`config.mk`:
```
export PLATFORM = sky130hd
export DESIGN_NAME = phmp_port
export DESIGN_NICKNAME = d
export VERILOG_FILES = /design/src/hdl/phmp_pkg.sv /design/src/hdl/phmp_sync.sv /design/src/hdl/phmp_port.sv
export VERILOG_INCLUDE_DIRS = /design/src /design/src/hdl
export SDC_FILE = /design/constraint.sdc
export NUM_CORES = 1
export LEC_CHECK = 0
export BUFFER_PORTS_ARGS = -buffer_cell sky130_fd_sc_hd__buf_2
export CAP_MARGIN = 25
export CORE_UTILIZATION = 30
export DETAILED_ROUTE_END_ITERATION = 8
export HOLD_SLACK_MARGIN = 0.06
export MAX_ROUTING_LAYER = met4
export SYNTH_ARGS = -nofsm -noshare
export SYNTH_HDL_FRONTEND = slang
export SYNTH_SLANG_ARGS = --single-unit
```
`constraint.sdc`:
```
create_clock -name clk -period 2.4 [get_ports clk]
set_input_delay 0.48 -clock clk [delete_from_list [all_inputs] [get_ports clk]]
set_output_delay 0.48 -clock clk [all_outputs]
set_load 0.02 [all_outputs]
```
`src/hdl/phmp_cfg.svh`:
```
// constants for the parallel host message port: selects, fields, resets
// assumes inclusion by its bare name from the package and design files
`ifndef PHMP_CFG_SVH
`define PHMP_CFG_SVH

// ----------------------------------------------------------------------
// register select codes on the two address pins
// ----------------------------------------------------------------------
`define PHMP_SEL_MSG       2'h0
`define PHMP_SEL_CTRL      2'h1
`define PHMP_SEL_AUD1      2'h2
`define PHMP_SEL_AUD2      2'h3

// ----------------------------------------------------------------------
// port_control field positions
// ----------------------------------------------------------------------
`define PHMP_CTL_PEND_BIT  1
`define PHMP_CTL_BUSY_BIT  2
`define PHMP_CTL_BSEL_LO   3
`define PHMP_CTL_BSEL_HI   4

// ----------------------------------------------------------------------
// reset values and byte counts
// ----------------------------------------------------------------------
`define PHMP_BSEL_RST      2'h3
`define PHMP_BYTE_RST      8'h00
`define PHMP_WORD_RST      32'h0000_0000
`define PHMP_CNT_FIRST     2'h0
`define PHMP_CNT_LAST      2'h3
`define PHMP_CNT_STEP      2'h1
`define PHMP_PIN_RST       13'h1C00
`define PHMP_STB_IDLE      3'h7

`endif

```
`src/hdl/phmp_pkg.sv`:
```
// types shared by the parallel host message port files
// assumes phmp_cfg.svh is on the include path
package phmp_pkg;
    `include "phmp_cfg.svh"

    // register select carried from the address pins
    typedef logic [1:0] phmp_sel_type;
    // one byte of the host data bus
    typedef logic [7:0] phmp_byte_type;
    // one assembled message word
    typedef logic [31:0] phmp_word_type;
endpackage

```
`src/hdl/phmp_sync.sv`:
```
// three-stage synchroniser for the asynchronous host pins
// assumes the pins are quiet around reset release
`timescale 1ns/100ps
module phmp_sync #(
    parameter int            WIDTH    = 13,
    parameter logic [12:0]   RST_VAL  = 13'h1C00
) (
    // clock and reset
    input  wire logic             clk,
    input  wire logic             rst_b,
    // raw pins
    input  wire logic [WIDTH-1:0] pin_raw,
    // second and third stage
    output logic      [WIDTH-1:0] pin_s2,
    output logic      [WIDTH-1:0] pin_s3
);
    import phmp_pkg::*;

    logic [WIDTH-1:0] pin_s1_q;

    // --------------------------------------------------------------
    // chain
    // --------------------------------------------------------------
    // stage one feeds only stage two, so metastability cannot spread
    always_ff @(posedge clk or negedge rst_b) begin
        if (!rst_b) begin
            pin_s1_q <= RST_VAL[WIDTH-1:0];
            pin_s2   <= RST_VAL[WIDTH-1:0];
            pin_s3   <= RST_VAL[WIDTH-1:0];
        end else begin
            pin_s1_q <= pin_raw;
            pin_s2   <= pin_s1_q;
            pin_s3   <= pin_s2;
        end
    end
endmodule

```
`src/hdl/phmp_port.sv`:
```
// slave end of the 8-bit parallel host message port
// assumes the host keeps data and select stable across each strobe edge
`timescale 1ns/100ps
`include "phmp_cfg.svh"

// Overview of operation
// irq pin low while outgoing message waits
// control bit1 high while message pending
// select 00 msg, 01 ctrl, 10/11 audio
// select captured at chip select falling
// single byte write stores selected register
// host byte-writes never target message register
// word writes only to message, select zero
// four write pulses, byte per rising edge
// bytes MS first, assembled into word
// host ends word write raising chip select
// host byte-reads only the control register
// device drives bus during read strobe
// device releases bus when strobes rise
// unsolicited core messages also raise irq
// busy set on fourth byte, cleared on take
// host message read clears pending flag
// host writes 11 to byte select
// strobes synchronised, each edge seen once
module phmp_port (
    // clock and reset
    input  wire logic                   clk,
    input  wire logic                   rst_b,
    // host pins
    input  wire logic                   host_cs_n,
    input  wire logic                   host_wr_n,
    input  wire logic                   host_rd_n,
    input  wire phmp_pkg::phmp_sel_type host_addr,
    input  wire phmp_pkg::phmp_byte_type host_data_bus_i,
    output phmp_pkg::phmp_byte_type     host_data_bus_o,
    output logic                        host_data_bus_oe,
    output logic                        message_irq_n,
    output logic                        input_word_busy,
    // core side: incoming word
    output phmp_pkg::phmp_word_type     core_in_word,
    input  wire logic                   core_in_take,
    // core side: outgoing word
    input  wire phmp_pkg::phmp_word_type core_out_word,
    input  wire logic                   core_out_load,
    // core side: audio bytes and control
    output phmp_pkg::phmp_byte_type     audio_input_one,
    output logic                        audio_one_strobe,
    output phmp_pkg::phmp_byte_type     audio_input_two,
    output logic                        audio_two_strobe,
    output logic [1:0]                  byte_sel
);
    import phmp_pkg::*;

    logic [12:0]   pin_s2;
    logic [12:0]   pin_s3;
    logic [2:0]    stb_q;
    logic [2:0]    stb_d;
    logic          cs_fall;
    logic          cs_rise;
    logic          wr_rise;
    logic          rd_fall;
    logic          rd_rise;
    logic          cs_low;
    phmp_sel_type  addr_s;
    phmp_byte_type data_s;
    phmp_sel_type  addr_q;
    logic [1:0]    wcnt_q;
    logic [1:0]    rcnt_q;
    phmp_word_type asm_q;
    logic          pend_q;
    phmp_word_type out_q;
    phmp_byte_type ctrl_val;
    logic          word_done;
    logic          msg_read_done;

    // --------------------------------------------------------------
    // pin synchronisation and edge detection
    // --------------------------------------------------------------
    phmp_sync #(
        .WIDTH   (13),
        .RST_VAL (`PHMP_PIN_RST)
    ) u_sync (
        .clk     (clk),
        .rst_b   (rst_b),
        .pin_raw ({host_cs_n, host_wr_n, host_rd_n, host_addr,
                   host_data_bus_i}),
        .pin_s2  (pin_s2),
        .pin_s3  (pin_s3)
    );

    assign addr_s = pin_s3[9:8];
    assign data_s = pin_s3[7:0];

    // a strobe level only counts once stages two and three agree
    always_comb begin
        stb_d = stb_q;
        for (int i = 0; i < 3; i++) begin
            if (pin_s2[10+i] == pin_s3[10+i]) begin
                stb_d[i] = pin_s3[10+i];
            end
        end
    end

    always_ff @(posedge clk or negedge rst_b) begin
        if (!rst_b) begin
            stb_q <= `PHMP_STB_IDLE;
        end else begin
            stb_q <= stb_d;
        end
    end

    // bit 2 chip select, bit 1 write, bit 0 read; one pulse per change
    assign cs_fall = stb_q[2] && !stb_d[2];
    assign cs_rise = !stb_q[2] && stb_d[2];
    assign wr_rise = !stb_q[1] && stb_d[1] && !stb_q[2];
    assign rd_fall = stb_q[0] && !stb_d[0] && !stb_d[2];
    assign rd_rise = !stb_q[0] && stb_d[0];
    assign cs_low  = !stb_q[2];

    // --------------------------------------------------------------
    // select latch and byte counters
    // --------------------------------------------------------------
    always_ff @(posedge clk or negedge rst_b) begin
        if (!rst_b) begin
            addr_q <= `PHMP_SEL_MSG;
        end else if (cs_fall) begin
            addr_q <= addr_s;
        end
    end

    // counters restart with every chip select so a short word resyncs
    always_ff @(posedge clk or negedge rst_b) begin
        if (!rst_b) begin
            wcnt_q <= `PHMP_CNT_FIRST;
            rcnt_q <= `PHMP_CNT_FIRST;
        end else if (cs_fall) begin
            wcnt_q <= `PHMP_CNT_FIRST;
            rcnt_q <= `PHMP_CNT_FIRST;
        end else begin
            if (wr_rise && addr_q == `PHMP_SEL_MSG) begin
                wcnt_q <= wcnt_q + `PHMP_CNT_STEP;
            end
            if (rd_rise && cs_low && addr_q == `PHMP_SEL_MSG) begin
                rcnt_q <= rcnt_q + `PHMP_CNT_STEP;
            end
        end
    end

    // --------------------------------------------------------------
    // incoming message word
    // --------------------------------------------------------------
    assign word_done = wr_rise && addr_q == `PHMP_SEL_MSG &&
                       wcnt_q == `PHMP_CNT_LAST;

    // byte lands in the lane picked by the count, MS lane first
    always_ff @(posedge clk or negedge rst_b) begin
        if (!rst_b) begin
            asm_q <= `PHMP_WORD_RST;
        end else if (wr_rise && addr_q == `PHMP_SEL_MSG) begin
            case (wcnt_q)
                2'h0:    asm_q[31:24] <= data_s;
                2'h1:    asm_q[23:16] <= data_s;
                2'h2:    asm_q[15:8]  <= data_s;
                default: asm_q[7:0]   <= data_s;
            endcase
        end
    end

    // the core sees a whole word only, never a partly written one
    always_ff @(posedge clk or negedge rst_b) begin
        if (!rst_b) begin
            core_in_word <= `PHMP_WORD_RST;
        end else if (word_done) begin
            core_in_word <= {asm_q[31:8], data_s};
        end
    end

    // a new word arriving with the take keeps busy set
    always_ff @(posedge clk or negedge rst_b) begin
        if (!rst_b) begin
            input_word_busy <= 1'b0;
        end else if (word_done) begin
            input_word_busy <= 1'b1;
        end else if (core_in_take) begin
            input_word_busy <= 1'b0;
        end
    end

    // --------------------------------------------------------------
    // single byte registers
    // --------------------------------------------------------------
    // reserved bits written by the host are dropped here
    always_ff @(posedge clk or negedge rst_b) begin
        if (!rst_b) begin
            byte_sel         <= `PHMP_BSEL_RST;
            audio_input_one  <= `PHMP_BYTE_RST;
            audio_input_two  <= `PHMP_BYTE_RST;
            audio_one_strobe <= 1'b0;
            audio_two_strobe <= 1'b0;
        end else begin
            audio_one_strobe <= 1'b0;
            audio_two_strobe <= 1'b0;
            if (wr_rise && addr_q == `PHMP_SEL_CTRL) begin
                byte_sel <= data_s[`PHMP_CTL_BSEL_HI:`PHMP_CTL_BSEL_LO];
            end else if (wr_rise && addr_q == `PHMP_SEL_AUD1) begin
                audio_input_one  <= data_s;
                audio_one_strobe <= 1'b1;
            end else if (wr_rise && addr_q == `PHMP_SEL_AUD2) begin
                audio_input_two  <= data_s;
                audio_two_strobe <= 1'b1;
            end
        end
    end

    // --------------------------------------------------------------
    // outgoing message and interrupt
    // --------------------------------------------------------------
    assign msg_read_done = rd_rise && cs_low &&
                           addr_q == `PHMP_SEL_MSG &&
                           rcnt_q == `PHMP_CNT_LAST;

    always_ff @(posedge clk or negedge rst_b) begin
        if (!rst_b) begin
            out_q <= `PHMP_WORD_RST;
        end else if (core_out_load) begin
            out_q <= core_out_word;
        end
    end

    // a core load in the cycle of the host's last read wins
    always_ff @(posedge clk or negedge rst_b) begin
        if (!rst_b) begin
            pend_q <= 1'b0;
        end else if (core_out_load) begin
            pend_q <= 1'b1;
        end else if (msg_read_done) begin
            pend_q <= 1'b0;
        end
    end

    assign message_irq_n = !pend_q;

    // --------------------------------------------------------------
    // read path
    // --------------------------------------------------------------
    always_comb begin
        ctrl_val = `PHMP_BYTE_RST;
        ctrl_val[`PHMP_CTL_PEND_BIT] = pend_q;
        ctrl_val[`PHMP_CTL_BUSY_BIT] = input_word_busy;
        ctrl_val[`PHMP_CTL_BSEL_HI:`PHMP_CTL_BSEL_LO] = byte_sel;
    end

    // write-only audio registers read back as zero
    always_ff @(posedge clk or negedge rst_b) begin
        if (!rst_b) begin
            host_data_bus_o <= `PHMP_BYTE_RST;
        end else if (rd_fall) begin
            if (addr_q == `PHMP_SEL_CTRL) begin
                host_data_bus_o <= ctrl_val;
            end else if (addr_q == `PHMP_SEL_MSG) begin
                case (rcnt_q)
                    2'h0:    host_data_bus_o <= out_q[31:24];
                    2'h1:    host_data_bus_o <= out_q[23:16];
                    2'h2:    host_data_bus_o <= out_q[15:8];
                    default: host_data_bus_o <= out_q[7:0];
                endcase
            end else begin
                host_data_bus_o <= `PHMP_BYTE_RST;
            end
        end
    end

    always_ff @(posedge clk or negedge rst_b) begin
        if (!rst_b) begin
            host_data_bus_oe <= 1'b0;
        end else if (rd_rise || cs_rise) begin
            host_data_bus_oe <= 1'b0;
        end else if (rd_fall) begin
            host_data_bus_oe <= 1'b1;
        end
    end

    // --------------------------------------------------------------
    // checks
    // --------------------------------------------------------------
    a_irq_on_load: assert property (@(posedge clk) disable iff (!rst_b)
        core_out_load |=> !message_irq_n)
        else $error("irq not asserted after core load");
    a_status_match: assert property (@(posedge clk) disable iff (!rst_b)
        (rd_fall && addr_q == `PHMP_SEL_CTRL) |=>
        host_data_bus_o[`PHMP_CTL_PEND_BIT] == !$past(message_irq_n))
        else $error("pending bit disagrees with irq pin");
    a_addr_latch: assert property (@(posedge clk) disable iff (!rst_b)
        cs_fall |=> addr_q == $past(addr_s))
        else $error("select not captured at chip select fall");
    a_audio_write: assert property (@(posedge clk) disable iff (!rst_b)
        (wr_rise && addr_q == `PHMP_SEL_AUD1) |=>
        audio_input_one == $past(data_s) && audio_one_strobe)
        else $error("audio byte not stored");
    a_msb_first: assert property (@(posedge clk) disable iff (!rst_b)
        (wr_rise && addr_q == `PHMP_SEL_MSG && wcnt_q == 2'h0) |=>
        asm_q[31:24] == $past(data_s) && wcnt_q == 2'h1)
        else $error("first word byte not in top lane");
    a_busy_set: assert property (@(posedge clk) disable iff (!rst_b)
        word_done |=> input_word_busy &&
        core_in_word[7:0] == $past(data_s))
        else $error("busy not set after fourth byte");
    a_busy_clear: assert property (@(posedge clk) disable iff (!rst_b)
        (core_in_take && !word_done) |=> !input_word_busy)
        else $error("busy not cleared by core take");
    a_read_drive: assert property (@(posedge clk) disable iff (!rst_b)
        (rd_fall && !rd_rise && !cs_rise) |=> host_data_bus_oe)
        else $error("bus not driven during read");
    a_read_release: assert property (@(posedge clk) disable iff (!rst_b)
        (rd_rise || cs_rise) |=> !host_data_bus_oe [*2])
        else $error("bus still driven after strobe rise");
    a_pend_clear: assert property (@(posedge clk) disable iff (!rst_b)
        (msg_read_done && !core_out_load) |=> message_irq_n)
        else $error("pending not cleared by message read");
    a_edge_once: assert property (@(posedge clk) disable iff (!rst_b)
        wr_rise |=> !wr_rise)
        else $error("write edge seen twice");
endmodule

```
==> Yosys cells after proc, flatten, opt, wreduce, memory -nomap -nowiden <==
Index checks and enable logic that the tools add are counted.
{ "word_totals": {"in_bits": 49, "word_cells": 93, "ff_bits": 167, "out_inout_bits": 63} }
{ "op_classes": {"n_mux": 21, "eq_ne": 12, "reduce_logical": 35, "n_bitwise": 2, "addsub": 2} }
{ "op_table": {"columns": ["cell", "n"], "rows": [
  ["one-hot mux 8 bit (3 select lines)", 1],
  ["two-way mux 8 bit", 2],
  ["logical AND 1 bit", 15],
  ["two-way mux 1 bit", 14],
  ["== test 2 bit, second input constant", 6],
  ["nonzero test 2 bit", 5],
  ["two-way mux 2 bit", 4],
  ["AND reduction 2 bit", 4],
  ["== test 2 x 1 -> 1 bit, second input constant", 3],
  ["zero test 1 bit", 6],
  ["zero test 2 bit", 3],
  ["adder 2 x 1 -> 2 bit, second input constant", 2],
  ["== test 1 bit", 3],
  ["AND reduction 3 bit", 1],
  ["NOT 1 bit", 2],
  ["logical OR 1 bit", 1]
]} }

==> Logic depth before layout (Yosys ltp) <==
Gate-level depths: netlist (run 1).
{ "depth": {"word_depth": 8, "ltp_mapped": 6, "ltp_nobuf": 5} }

==> Cells and area by module <==
A second synthesis (run 1) with hierarchy kept.
{ "unflattened": {"cells_unflattened": 399, "hier_area_um2": 6349.8} }
{ "by_module_without_submodules": {"columns": ["mod", "seq_area_each_um2", "cells_per_inst", "area_per_inst_um2", "instances"], "rows": [
  ["phmp_port", 3209.3, 360, 5362.6, 1],
  ["phmp_sync", 987.2, 39, 987.2, 1]
]} }

==> Worst setup path before layout (run 1) <==
Ideal clock, no wire load.
{ "synth_timing": {"kind": "reg-to-reg", "start": "reg stb_q[0]", "end": "reg host_data_bus_o[0]", "path_stages_with_launch": 5, "path_slack_ps": 649, "t_arrival_ps": 1626, "cell_sequence": "dfstp_2 > or3b_2 > clkbuf_1 > nor2_4 > mux2_2"} }
{ "synth_between": {"elab_chain_len": 4} }
{ "synth_rtl": {"columns": ["element", "line", "rtl"], "rows": [
  ["start, declared", "phmp_port.sv:56", "logic [2:0] stb_q;"],
  ["start signal, assigned", "phmp_port.sv:106", "stb_q <= `PHMP_STB_IDLE;"],
  ["start signal, assigned", "phmp_port.sv:108", "stb_q <= stb_d;"],
  ["two-way mux 1 bit", "phmp_port.sv:98", "if (pin_s2[10+i] == pin_s3[10+i]) begin"],
  ["zero test 1 bit", "phmp_port.sv:116", "assign rd_fall = stb_q[0] && !stb_d[0] && !stb_d[2];"],
  ["logical AND 1 bit (*) (2 in a row)", "phmp_port.sv:116", null],
  ["end signal, assigned", "phmp_port.sv:256", "host_data_bus_o <= `PHMP_BYTE_RST;"],
  ["end signal, assigned", "phmp_port.sv:259", "host_data_bus_o <= ctrl_val;"],
  ["end signal, assigned", "phmp_port.sv:262", "2'h0: host_data_bus_o <= out_q[31:24];"],
  ["end, declared", "phmp_port.sv:35", "output phmp_pkg::phmp_byte_type host_data_bus_o,"]
]} }
Mark *: on every way between the ends. The rest lies on a longest branch, timed or not.
A chain may end at the register's enable or synchronous reset.

==> Worst setup path after layout (run 1) <==
{ "layout_timing": {"start": "reg u_sync.pin_s2[11]", "end": "reg core_in_word[15]"} }
{ "layout_between": {"elab_chain_len": 6} }
{ "layout_rtl": {"columns": ["element", "line", "rtl"], "rows": [
  ["start, declared", "phmp_sync.sv:14", "output logic [WIDTH-1:0] pin_s2,"],
  ["start signal, assigned", "phmp_sync.sv:28", "pin_s2 <= RST_VAL[WIDTH-1:0];"],
  ["start signal, assigned", "phmp_sync.sv:32", "pin_s2 <= pin_s1_q;"],
  ["== test 1 bit", "phmp_port.sv:98", null],
  ["two-way mux 1 bit", "phmp_port.sv:98", null],
  ["logical AND 1 bit (2 in a row)", "phmp_port.sv:115", "assign wr_rise = !stb_q[1] && stb_d[1] && !stb_q[2];"],
  ["logical AND 1 bit (no source line) (2 in a row)", null, null],
  ["end signal, assigned", "phmp_port.sv:172", "core_in_word <= `PHMP_WORD_RST;"],
  ["end signal, assigned", "phmp_port.sv:174", "core_in_word <= {asm_q[31:8], data_s};"],
  ["end, declared", "phmp_port.sv:40", "output phmp_pkg::phmp_word_type core_in_word,"]
]} }
Every way passes these cells.

==> results of run 1 <==
[metal layers]
metal	part of all wire (%)	track usage [%]	vias up
li1	-	-	1653
met2	50	20.60	64
met3	3.1	3.188	16
met4	2.4	6.667	0
met1	45	15.99	1808
met5	0	-	-
[how the worst min path moves through the flow]
stage	startpoint	end	slack, ns	cells past startpoint
after floorplan	rst_b	addr_q[0]	0.18	0
after global placement	u_sync.pin_s2[3]	u_sync.pin_s3[3]	0.33	0
after detailed placement	u_sync.pin_s1_q[3]	u_sync.pin_s2[3]	0.33	0
after CTS	host_rd_n	u_sync.pin_s1_q[10]	0.13	1
after global routing	host_data_bus_i[5]	u_sync.pin_s1_q[5]	0.13	1
final	host_rd_n	u_sync.pin_s1_q[10]	0.16	1
[cells in the mapped netlist]
master	number
sky130_fd_sc_hd__dfrtp_1	153
sky130_fd_sc_hd__mux2_2	104
sky130_fd_sc_hd__inv_1	17
sky130_fd_sc_hd__dfstp_2	14
sky130_fd_sc_hd__o21ai_0	12
sky130_fd_sc_hd__a21oi_1	10
sky130_fd_sc_hd__nand2_1	10
sky130_fd_sc_hd__ha_1	9
sky130_fd_sc_hd__a22oi_1	8
sky130_fd_sc_hd__clkbuf_1	6
sky130_fd_sc_hd__buf_1	5
sky130_fd_sc_hd__a211oi_1	4
sky130_fd_sc_hd__a221o_1	4
sky130_fd_sc_hd__a221oi_1	4
sky130_fd_sc_hd__a2bb2oi_1	4
sky130_fd_sc_hd__nand3_2	4
sky130_fd_sc_hd__maj3_1	3
sky130_fd_sc_hd__buf_6	2
sky130_fd_sc_hd__clkbuf_8	2
sky130_fd_sc_hd__nand3_1	2
sky130_fd_sc_hd__and4bb_2	1
sky130_fd_sc_hd__clkbuf_2	1
sky130_fd_sc_hd__mux2_1	1
sky130_fd_sc_hd__mux2i_1	1
sky130_fd_sc_hd__nand2b_1	1
sky130_fd_sc_hd__nand3_4	1
sky130_fd_sc_hd__nand3b_1	1
sky130_fd_sc_hd__nand3b_2	1
sky130_fd_sc_hd__nand4bb_1	1
sky130_fd_sc_hd__nor2_1	1
sky130_fd_sc_hd__nor2_2	1
sky130_fd_sc_hd__nor2_4	1
sky130_fd_sc_hd__nor2b_1	1
sky130_fd_sc_hd__nor3b_1	1
sky130_fd_sc_hd__nor4_1	1
sky130_fd_sc_hd__o211ai_1	1
sky130_fd_sc_hd__o21bai_1	1
sky130_fd_sc_hd__or2_1	1
sky130_fd_sc_hd__or3_1	1
sky130_fd_sc_hd__or3b_2	1
[sequential cells by signal (all words and copies together), names as in the netlist]
name / cells
out_q: 32
pend_q: 1
audio_input_two: 8
audio_one_strobe: 1
asm_q: 24
u_sync.pin_s2: 13
stb_q: 3
addr_q: 2
u_sync.pin_s1_q: 13
u_sync.pin_s3: 13
wcnt_q: 2
host_data_bus_oe: 1
audio_input_one: 8
core_in_word: 32
rcnt_q: 2
host_data_bus_o: 8
audio_two_strobe: 1
byte_sel: 2
input_word_busy: 1
[critical path, stage by stage (launching register included)]
cell                       delay, ns
sky130_fd_sc_hd__dfstp_2        0.55
sky130_fd_sc_hd__and4bb_2       0.42
sky130_fd_sc_hd__nand3_4        0.44
sky130_fd_sc_hd__mux2_2         0.44
[cells by family (layout without fill, tap and decap cells)]
kind of cell,after synthesis,in the layout,synth area share (%)
buffers and inverters,33,165,2.569
AOI/OAI and AO/OA,48,48,5.219
DFF,167,167,67.32
muxes,106,106,19.13
and+or+nand+nor,31,31,3.473
adders and majority gates,12,12,2.288
[through the flow]
stage	util (%)	hold slack, ns	cells
finish	37.72	0.1585	799
global route	37.72	0.1293	799
CTS	37.72	0.1350	799
detailed placement	34.94	0.3347	766
global placement	34.94	0.3312	766
floorplan	-	0.1844	397
[power by group]
group	internal [µW]	switching, µW	leakage, µW
clock network	1440	1120	0.000274
logic	486	606	0.00140
registers	3220	220	0.00209
total	5140	1950	0.00376
[timing repair]
action                                 4_1_cts  5_1_grt
resized for setup                            0        0
endpoints found under the hold margin       46        0
hold buffers                                 1        0
[final cells by class]
cell class / instances / share of cell area (%)
multi-input combinational: 197 / 24.51
sequential: 167 / 54.81
clock buffer: 19 / 5.655
timing repair buffer: 116 / 8.188
inverter: 17 / 0.8335
tap: 270 / 4.412
clock inverter: 13 / 1.585
==> impl.org, run 1 <==
** Clock tree
- The H-tree was split into 4 levels.
- CTS tree :: yes
- CTS buffer count :: 17
- Counting every sink on the clock net gives 167.
- Buffers from clock root to sink, at most :: 2
- CTS clock-pin slew for the worst setup and hold paths :: 0.06 ns
- Setup bufs post-CTS :: 0
- CTS placed an instance of sky130_fd_sc_hd__clkbuf_16 at the clock tree root.
- For the worst-skew pair, the clock arrives at the later sink with an insertion delay of 0.42 ns.

** Global route
- Total GRT Usage :: 13.22%
- Number of global-route vias before repair :: 3820
- Number of antenna violations at the first check in global routing :: 0
- Maximum number of pins on one net before global-route repair :: 64
- Global-route wire length before repair :: 20.77 mm
- After global routing the overflow that remains totals 0.

** Critical path
- In this run the worst setup path begins at u_sync.pin_s2[11].
- Arr. time, crit path :: 2.27 ns
- The critical path is of the reg -> reg type.
- The endpoint identified for the worst register-to-register timing path is core_in_word[15].
- Worst setup slack for register-to-register paths :: 0.43 ns
- In this run the worst setup path terminates at core_in_word[15].
- STA classifies the critical path endpoint as a register.
- The worst setup path is launched from a register.
- Worst R2R Start :: u_sync.pin_s2[11]
- Crit path max fanout :: 33
- Required @ worst endpoint :: 2.70 ns
- FF-to-FF path depth :: 3

** Placed design
- Gp weighted congestion :: 0.7648
- Before CTS, the worst setup slack after placement is 0.4104 ns.
- Port-buffer cells :: 111
- Summing all placed instances gives a cell area of 7092 µm².
- The HPWL after detailed placement is 8.872 mm.

** Power
- Total design power :: 7092 µW
- Worst-case vdd ir drop :: 0.5420 mV
- Leakage component of the power :: 0.003762 µW
- In this run the power density over the cells is 926.4 nW/µm².

** Final layout
- Area of the multi-input gates :: 1877 µm²
- Leading cell type in the layout, fill and taps excluded :: sky130_fd_sc_hd__dfrtp_1
- Fill cell instance count of the final layout :: 1941
- Antenna diode count :: 0
- Share of layout cells above drive strength 1 :: 51.61%
- In the layout the commonest cells are sky130_fd_sc_hd__dfrtp_1 (153), sky130_fd_sc_hd__buf_2 (110), sky130_fd_sc_hd__mux2_2 (104).
- In the final design database the tool counted 574 nets.
- Sequential standard cell area :: 4197 µm²
- Post-layout instance area :: 7656 µm²
- Area added between synthesis and finish :: 22.82%

** Synth
- Synthesized area per cell :: 15.70 µm²
- In this run the biggest area consumer among cell types represents 61.42% of the synthesized area.
- Post-Synthesis Cells :: 397
- Number of warnings printed during yosys synthesis :: 0
- By area the synthesized netlist is led by sky130_fd_sc_hd__dfrtp_1 (61%), sky130_fd_sc_hd__mux2_2 (19%), sky130_fd_sc_hd__dfstp_2 (5.9%), sky130_fd_sc_hd__ha_1 (1.8%), sky130_fd_sc_hd__inv_1 (1.0%).
- The number of nets handed over by synthesis was 455.
- After synthesis the netlist holds a flip-flop and latch count of 167.
- The share of the Yosys chip area taken by registers is 67.32%.
- The synthesized design spends more area on one cell type than any other, namely sky130_fd_sc_hd__dfrtp_1.
- Yosys cell types :: 40
- After synthesis the cells add up to 6233 µm².

** Die
- The core region is 20300 µm².
- Pin placement for this block handled 112 I/O pins.
- Cell Rows :: 52
- In this run the horizontal extent of the chip is 146.1 µm.
- Die Y-Extent :: 146.1 µm
- For this configuration, the core starts out at a cell density of 30.71%.
- Overall die area :: 21360 µm²

** Outcome
- The flow ran to the end, and the final reports show no timing, DRC or antenna violations.

** Route
- The routed layout has 3541 vias.
- Number of design rule violations left after detail routing :: 0
- First drt pass iteration count :: 4
- In the routed layout, each cell is associated on average with a via count of 4.432.
- Count of nets left with antenna violations after detail routing :: 0
- Detailed-route wire length :: 12.57 mm
- For this block, the initial DRC count from the detailed router was 123.
- Average detailed-routed wire length per instance :: 15.73 µm

** STA
- The worst path uses 81.97% of the clock period.
- Once routing completed, OpenROAD measured the worst setup slack at 0.4327 ns.
- Max Slew Vio Count :: 0
- Tmin final :: 1.967 ns
- Post-route clock skew :: 0.008706 ns
- Total setup violations reported at the end of the flow :: 0
- RSZ-0062 raised after global routing :: no
- Max-slew headroom at the worst pin :: 50.42%
- For the pin with the worst max-slew slack, the measured transition is 0.7437 ns.
- In the final timing run, aggregate negative setup slack is 0 ns.
- Static timing analysis puts the maximum clock frequency at 508.3 MHz.
- Final hold violation count :: 0

** Flow run
- Across the run, the number of max-cap violations was 0.

** Min path
- The min-delay analysis places its worst path in the category in -> reg.
No activity file was read; power rests on OpenSTA's default activity.
==> inputs of run 2 (changes only) <==
clock period = 1.7 ns   (was 2.4 ns; I/O delays follow)
==> run 2 against run 1 <==
Largest power group unchanged. First-iteration DRC count is 11% lower. Sequential share of layout area decreased by 2.9 points. Combinational power grew 56%. Clock power grew 56%. Non-clock buffer count rose by 33. Design area increased by 5.5%. Die area is the same. Setup slack worse by 0.38 ns. Sequential cell count did not move. Critical path type unchanged. Via count rose by 3.8%.
==> impl.org, run 2 (synthesis results as in run 1) <==
** Outcome
- Status: finished clean (unchanged).

** Global route
- The initial antenna violation count came to 0 (unchanged).
- Global-route wire length before repair :: 22.24 mm (was 20.77 mm)
- The maximum number of pins on one net before global-route repair was 47 (was 64).
- Number of global-route vias before repair :: 4071 (was 3820)
- The total global-route track usage is 14.00% (was 13.22%).
- The overall overflow remaining after global route is 0 (unchanged).

** Critical path
- Cell chain of the critical path: and4bb_4 > nand3_2 > mux2_2 (was and4bb_2 > nand3_4 > mux2_2).
- The highest-delay cell along the critical path was sky130_fd_sc_hd__dfstp_2 (unchanged).
- Worst path top cell family by delay :: simple AND/OR/NAND/NOR gates (unchanged)
- The type of origin of the critical path is a register (unchanged).
- Required @ worst endpoint :: 2.01 ns (was 2.70 ns)
- The data arrival time of the critical path came to 1.95 ns (was 2.27 ns).
- The number of buffers and inverters on the critical path came to 0 (unchanged).
- The peak per-stage delay on the critical path is 0.55 ns (about the same).
- Kind of end point of the critical path :: register (unchanged)
- Kind of critical path :: reg -> reg (unchanged)
- The maximum fanout count along the critical path was 8 (was 33).

** Power
- The peak ir drop on the vdd network is 0.6601 mV (was 0.5420 mV).
- The power consumption was 10600 µW (was 7092 µW).
- The cell area power density was 1312 nW/µm² (was 926.4 nW/µm²).
- Leakage component of the power :: 0.003963 µW (was 0.003762 µW)

** Route
- Number of vias per cell after detailed routing :: 4.419 (was 4.432)
- Detailed-route wire length :: 13.64 mm (was 12.57 mm)
- Number of design rule violations left after detail routing :: 0 (unchanged)
- Starting DRC count in detailed routing :: 109 (was 123)
- The number of optimization iterations in the first detailed-route pass came to 4 (unchanged).
- Average detailed-routed wire length per instance :: 16.39 µm (was 15.73 µm)
- Via count of the routed design :: 3677 (was 3541)
- Count of nets left with antenna violations after detail routing :: 0 (unchanged)

** STA
- The timing-limited maximum frequency was 608.9 MHz (was 508.3 MHz).
- The final period demand of the worst path came to 1.642 ns (was 1.967 ns).
- Post-route clock skew :: 0.01002 ns (was 0.008706 ns)
- The count of final hold-check violations is 0 (unchanged).
- Max Slew Vio Count :: 0 (unchanged)
- The minimum hold slack is 0.1262 ns (was 0.1585 ns).
- The worst slew margin relative to its limit came to 72.80% (was 50.42%).
- The transition at the pin with the smallest max-transition slack came to 0.4080 ns (was 0.7437 ns).
- Final period utilization :: 96.61% (was 81.97%)
- Total setup violations reported at the end of the flow :: 0 (unchanged)

** Final layout
- The core occupancy in the finished layout came to 39.81% (was 37.72%).
- Final-stage net count :: 607 (was 574)
- Most used cells in the layout excluding fill and tap cells :: sky130_fd_sc_hd__dfrtp_1 (153), sky130_fd_sc_hd__buf_2 (110), sky130_fd_sc_hd__mux2_2 (100) (was sky130_fd_sc_hd__dfrtp_1 (153), sky130_fd_sc_hd__buf_2 (110), sky130_fd_sc_hd__mux2_2 (104))
- Regs by FF count :: core_in_word x32, out_q x32, asm_q x24 (unchanged)
- The relative area change from synthesis to final layout is 29.63% (was 22.82%).
- The most common cell after layout, fill and taps aside is sky130_fd_sc_hd__dfrtp_1 (unchanged).
- The post-route non-filler standard cell count came to 832 (was 799).
- The number of filler instances in the final layout was 1905 (was 1941).
- Share of layout cells above drive strength 1 :: 53.02% (was 51.61%)
- The number of diodes came to 0 (unchanged).

** Die
- The die extent in y was 146.1 µm (unchanged).
- The horizontal die dimension came to 146.1 µm (unchanged).
- The full die area was 21360 µm² (unchanged).
- Core Box Area :: 20300 µm² (unchanged)
- Starting density of the core :: 30.71% (unchanged)
- The number of top-level design ports is 112 (unchanged).
- Cell Rows :: 52 (unchanged)

** Clock tree
- The TritonCTS clock tree was yes (unchanged).
- CTS clock-pin slew for the worst setup and hold paths :: 0.07 ns (was 0.06 ns)
- Root buf cell :: sky130_fd_sc_hd__clkbuf_16 (unchanged)
- Htree depth :: 4 (unchanged)
- Buffers from clock root to sink, at most :: 2 (unchanged)
- The clock sink count came to 167 (unchanged).
- Clock latency of the later-clocked register in the worst-skew pair :: 0.43 ns (was 0.42 ns)
- CTS buffer count :: 17 (unchanged)

** Placed design
- Placed wire-length estimate :: 9.530 mm (was 8.872 mm)
- The number of I/O port buffers came to 111 (unchanged).
- The weighted congestion at the end of routability-driven global placement was 0.7614 (was 0.7648).
- DP Cell Count :: 785 (was 766)

** Flow run
- The number of max-cap violations came to 0 (unchanged).

** Min path
- Type of the worst min-delay path :: in -> reg (unchanged)
## run 2: cell count changes in the layout (fill, tap and decap cells not counted), sizes merged
cell / change
dlygate4sd3: +13
inv: +4
bufinv: +1
buf: +20
clkinv: -4
clkbuf: -1
## run 2: report_power, final
part / leakage (µW) / internal (µW) / switching [µW] / total, µW
logic: 0.00157 / 814 / 882 / 1700
registers: 0.00209 / 4540 / 363 / 4900
clock network: 0.000303 / 2280 / 1720 / 4000
## run 2: what timing repair did
action                     4_1_cts  5_1_grt
resized for setup                3        3
setup endpoints to repair       10        7
hold endpoints to repair        50        0
setup buffers                    0        1
hold buffers                    14        0
## run 2: worst paths after layout
check | startpoint | end | slack, ns | cells past startpoint
min in group asynchronous | rst_b | audio_input_one[6] | 0.41 | 2
min | core_out_word[1] | out_q[1] | 0.13 | 3
min reg2reg | u_sync.pin_s2[7] | u_sync.pin_s3[7] | 0.35 | 0
max reg2reg | u_sync.pin_s3[11] | asm_q[22] | 0.06 | 3
max | u_sync.pin_s3[11] | asm_q[22] | 0.06 | 3
max in group asynchronous | rst_b | u_sync.pin_s1_q[10] | 0.63 | 3
## run 2: metal layers
layer / up-vias / share of wire [%] / GRT usage [%]
li1: 1707 / - / -
met1: 1879 / 45 / 17.27
met2: 72 / 50 / 22.02
met3: 19 / 3.7 / 3.719
met4: 0 / 1.8 / 5.208
met5: - / 0 / -
## run 2: area by class of cell
cell class	count	area [µm²]	area share (%)
inverter	17	63.81	0.7897
clock buffer	18	439.2	5.435
sequential	167	4197	51.94
tap	270	337.8	4.181
timing repair buffer	149	948.4	11.74
multi-input combinational	197	1913	23.68
clock inverter	14	181.4	2.245
## run 2: worst register-to-register path: stages (launching register included)
cell and delay [ns]:
sky130_fd_sc_hd__dfstp_2 0.55, sky130_fd_sc_hd__and4bb_4 0.36, sky130_fd_sc_hd__nand3_2 0.27, sky130_fd_sc_hd__mux2_2 0.36
## run 2: per-stage QoR
stage	setup WS (ns)	setup TNS, ns	instance area, µm²
floorplan	0.02769	0	6261
global placement	0.01760	0	7289
detailed placement	-0.03981	-0.2361	7289
CTS	0.04795	0	8064
global route	-0.004573	-0.004573	8080
finish	0.05761	0	8080
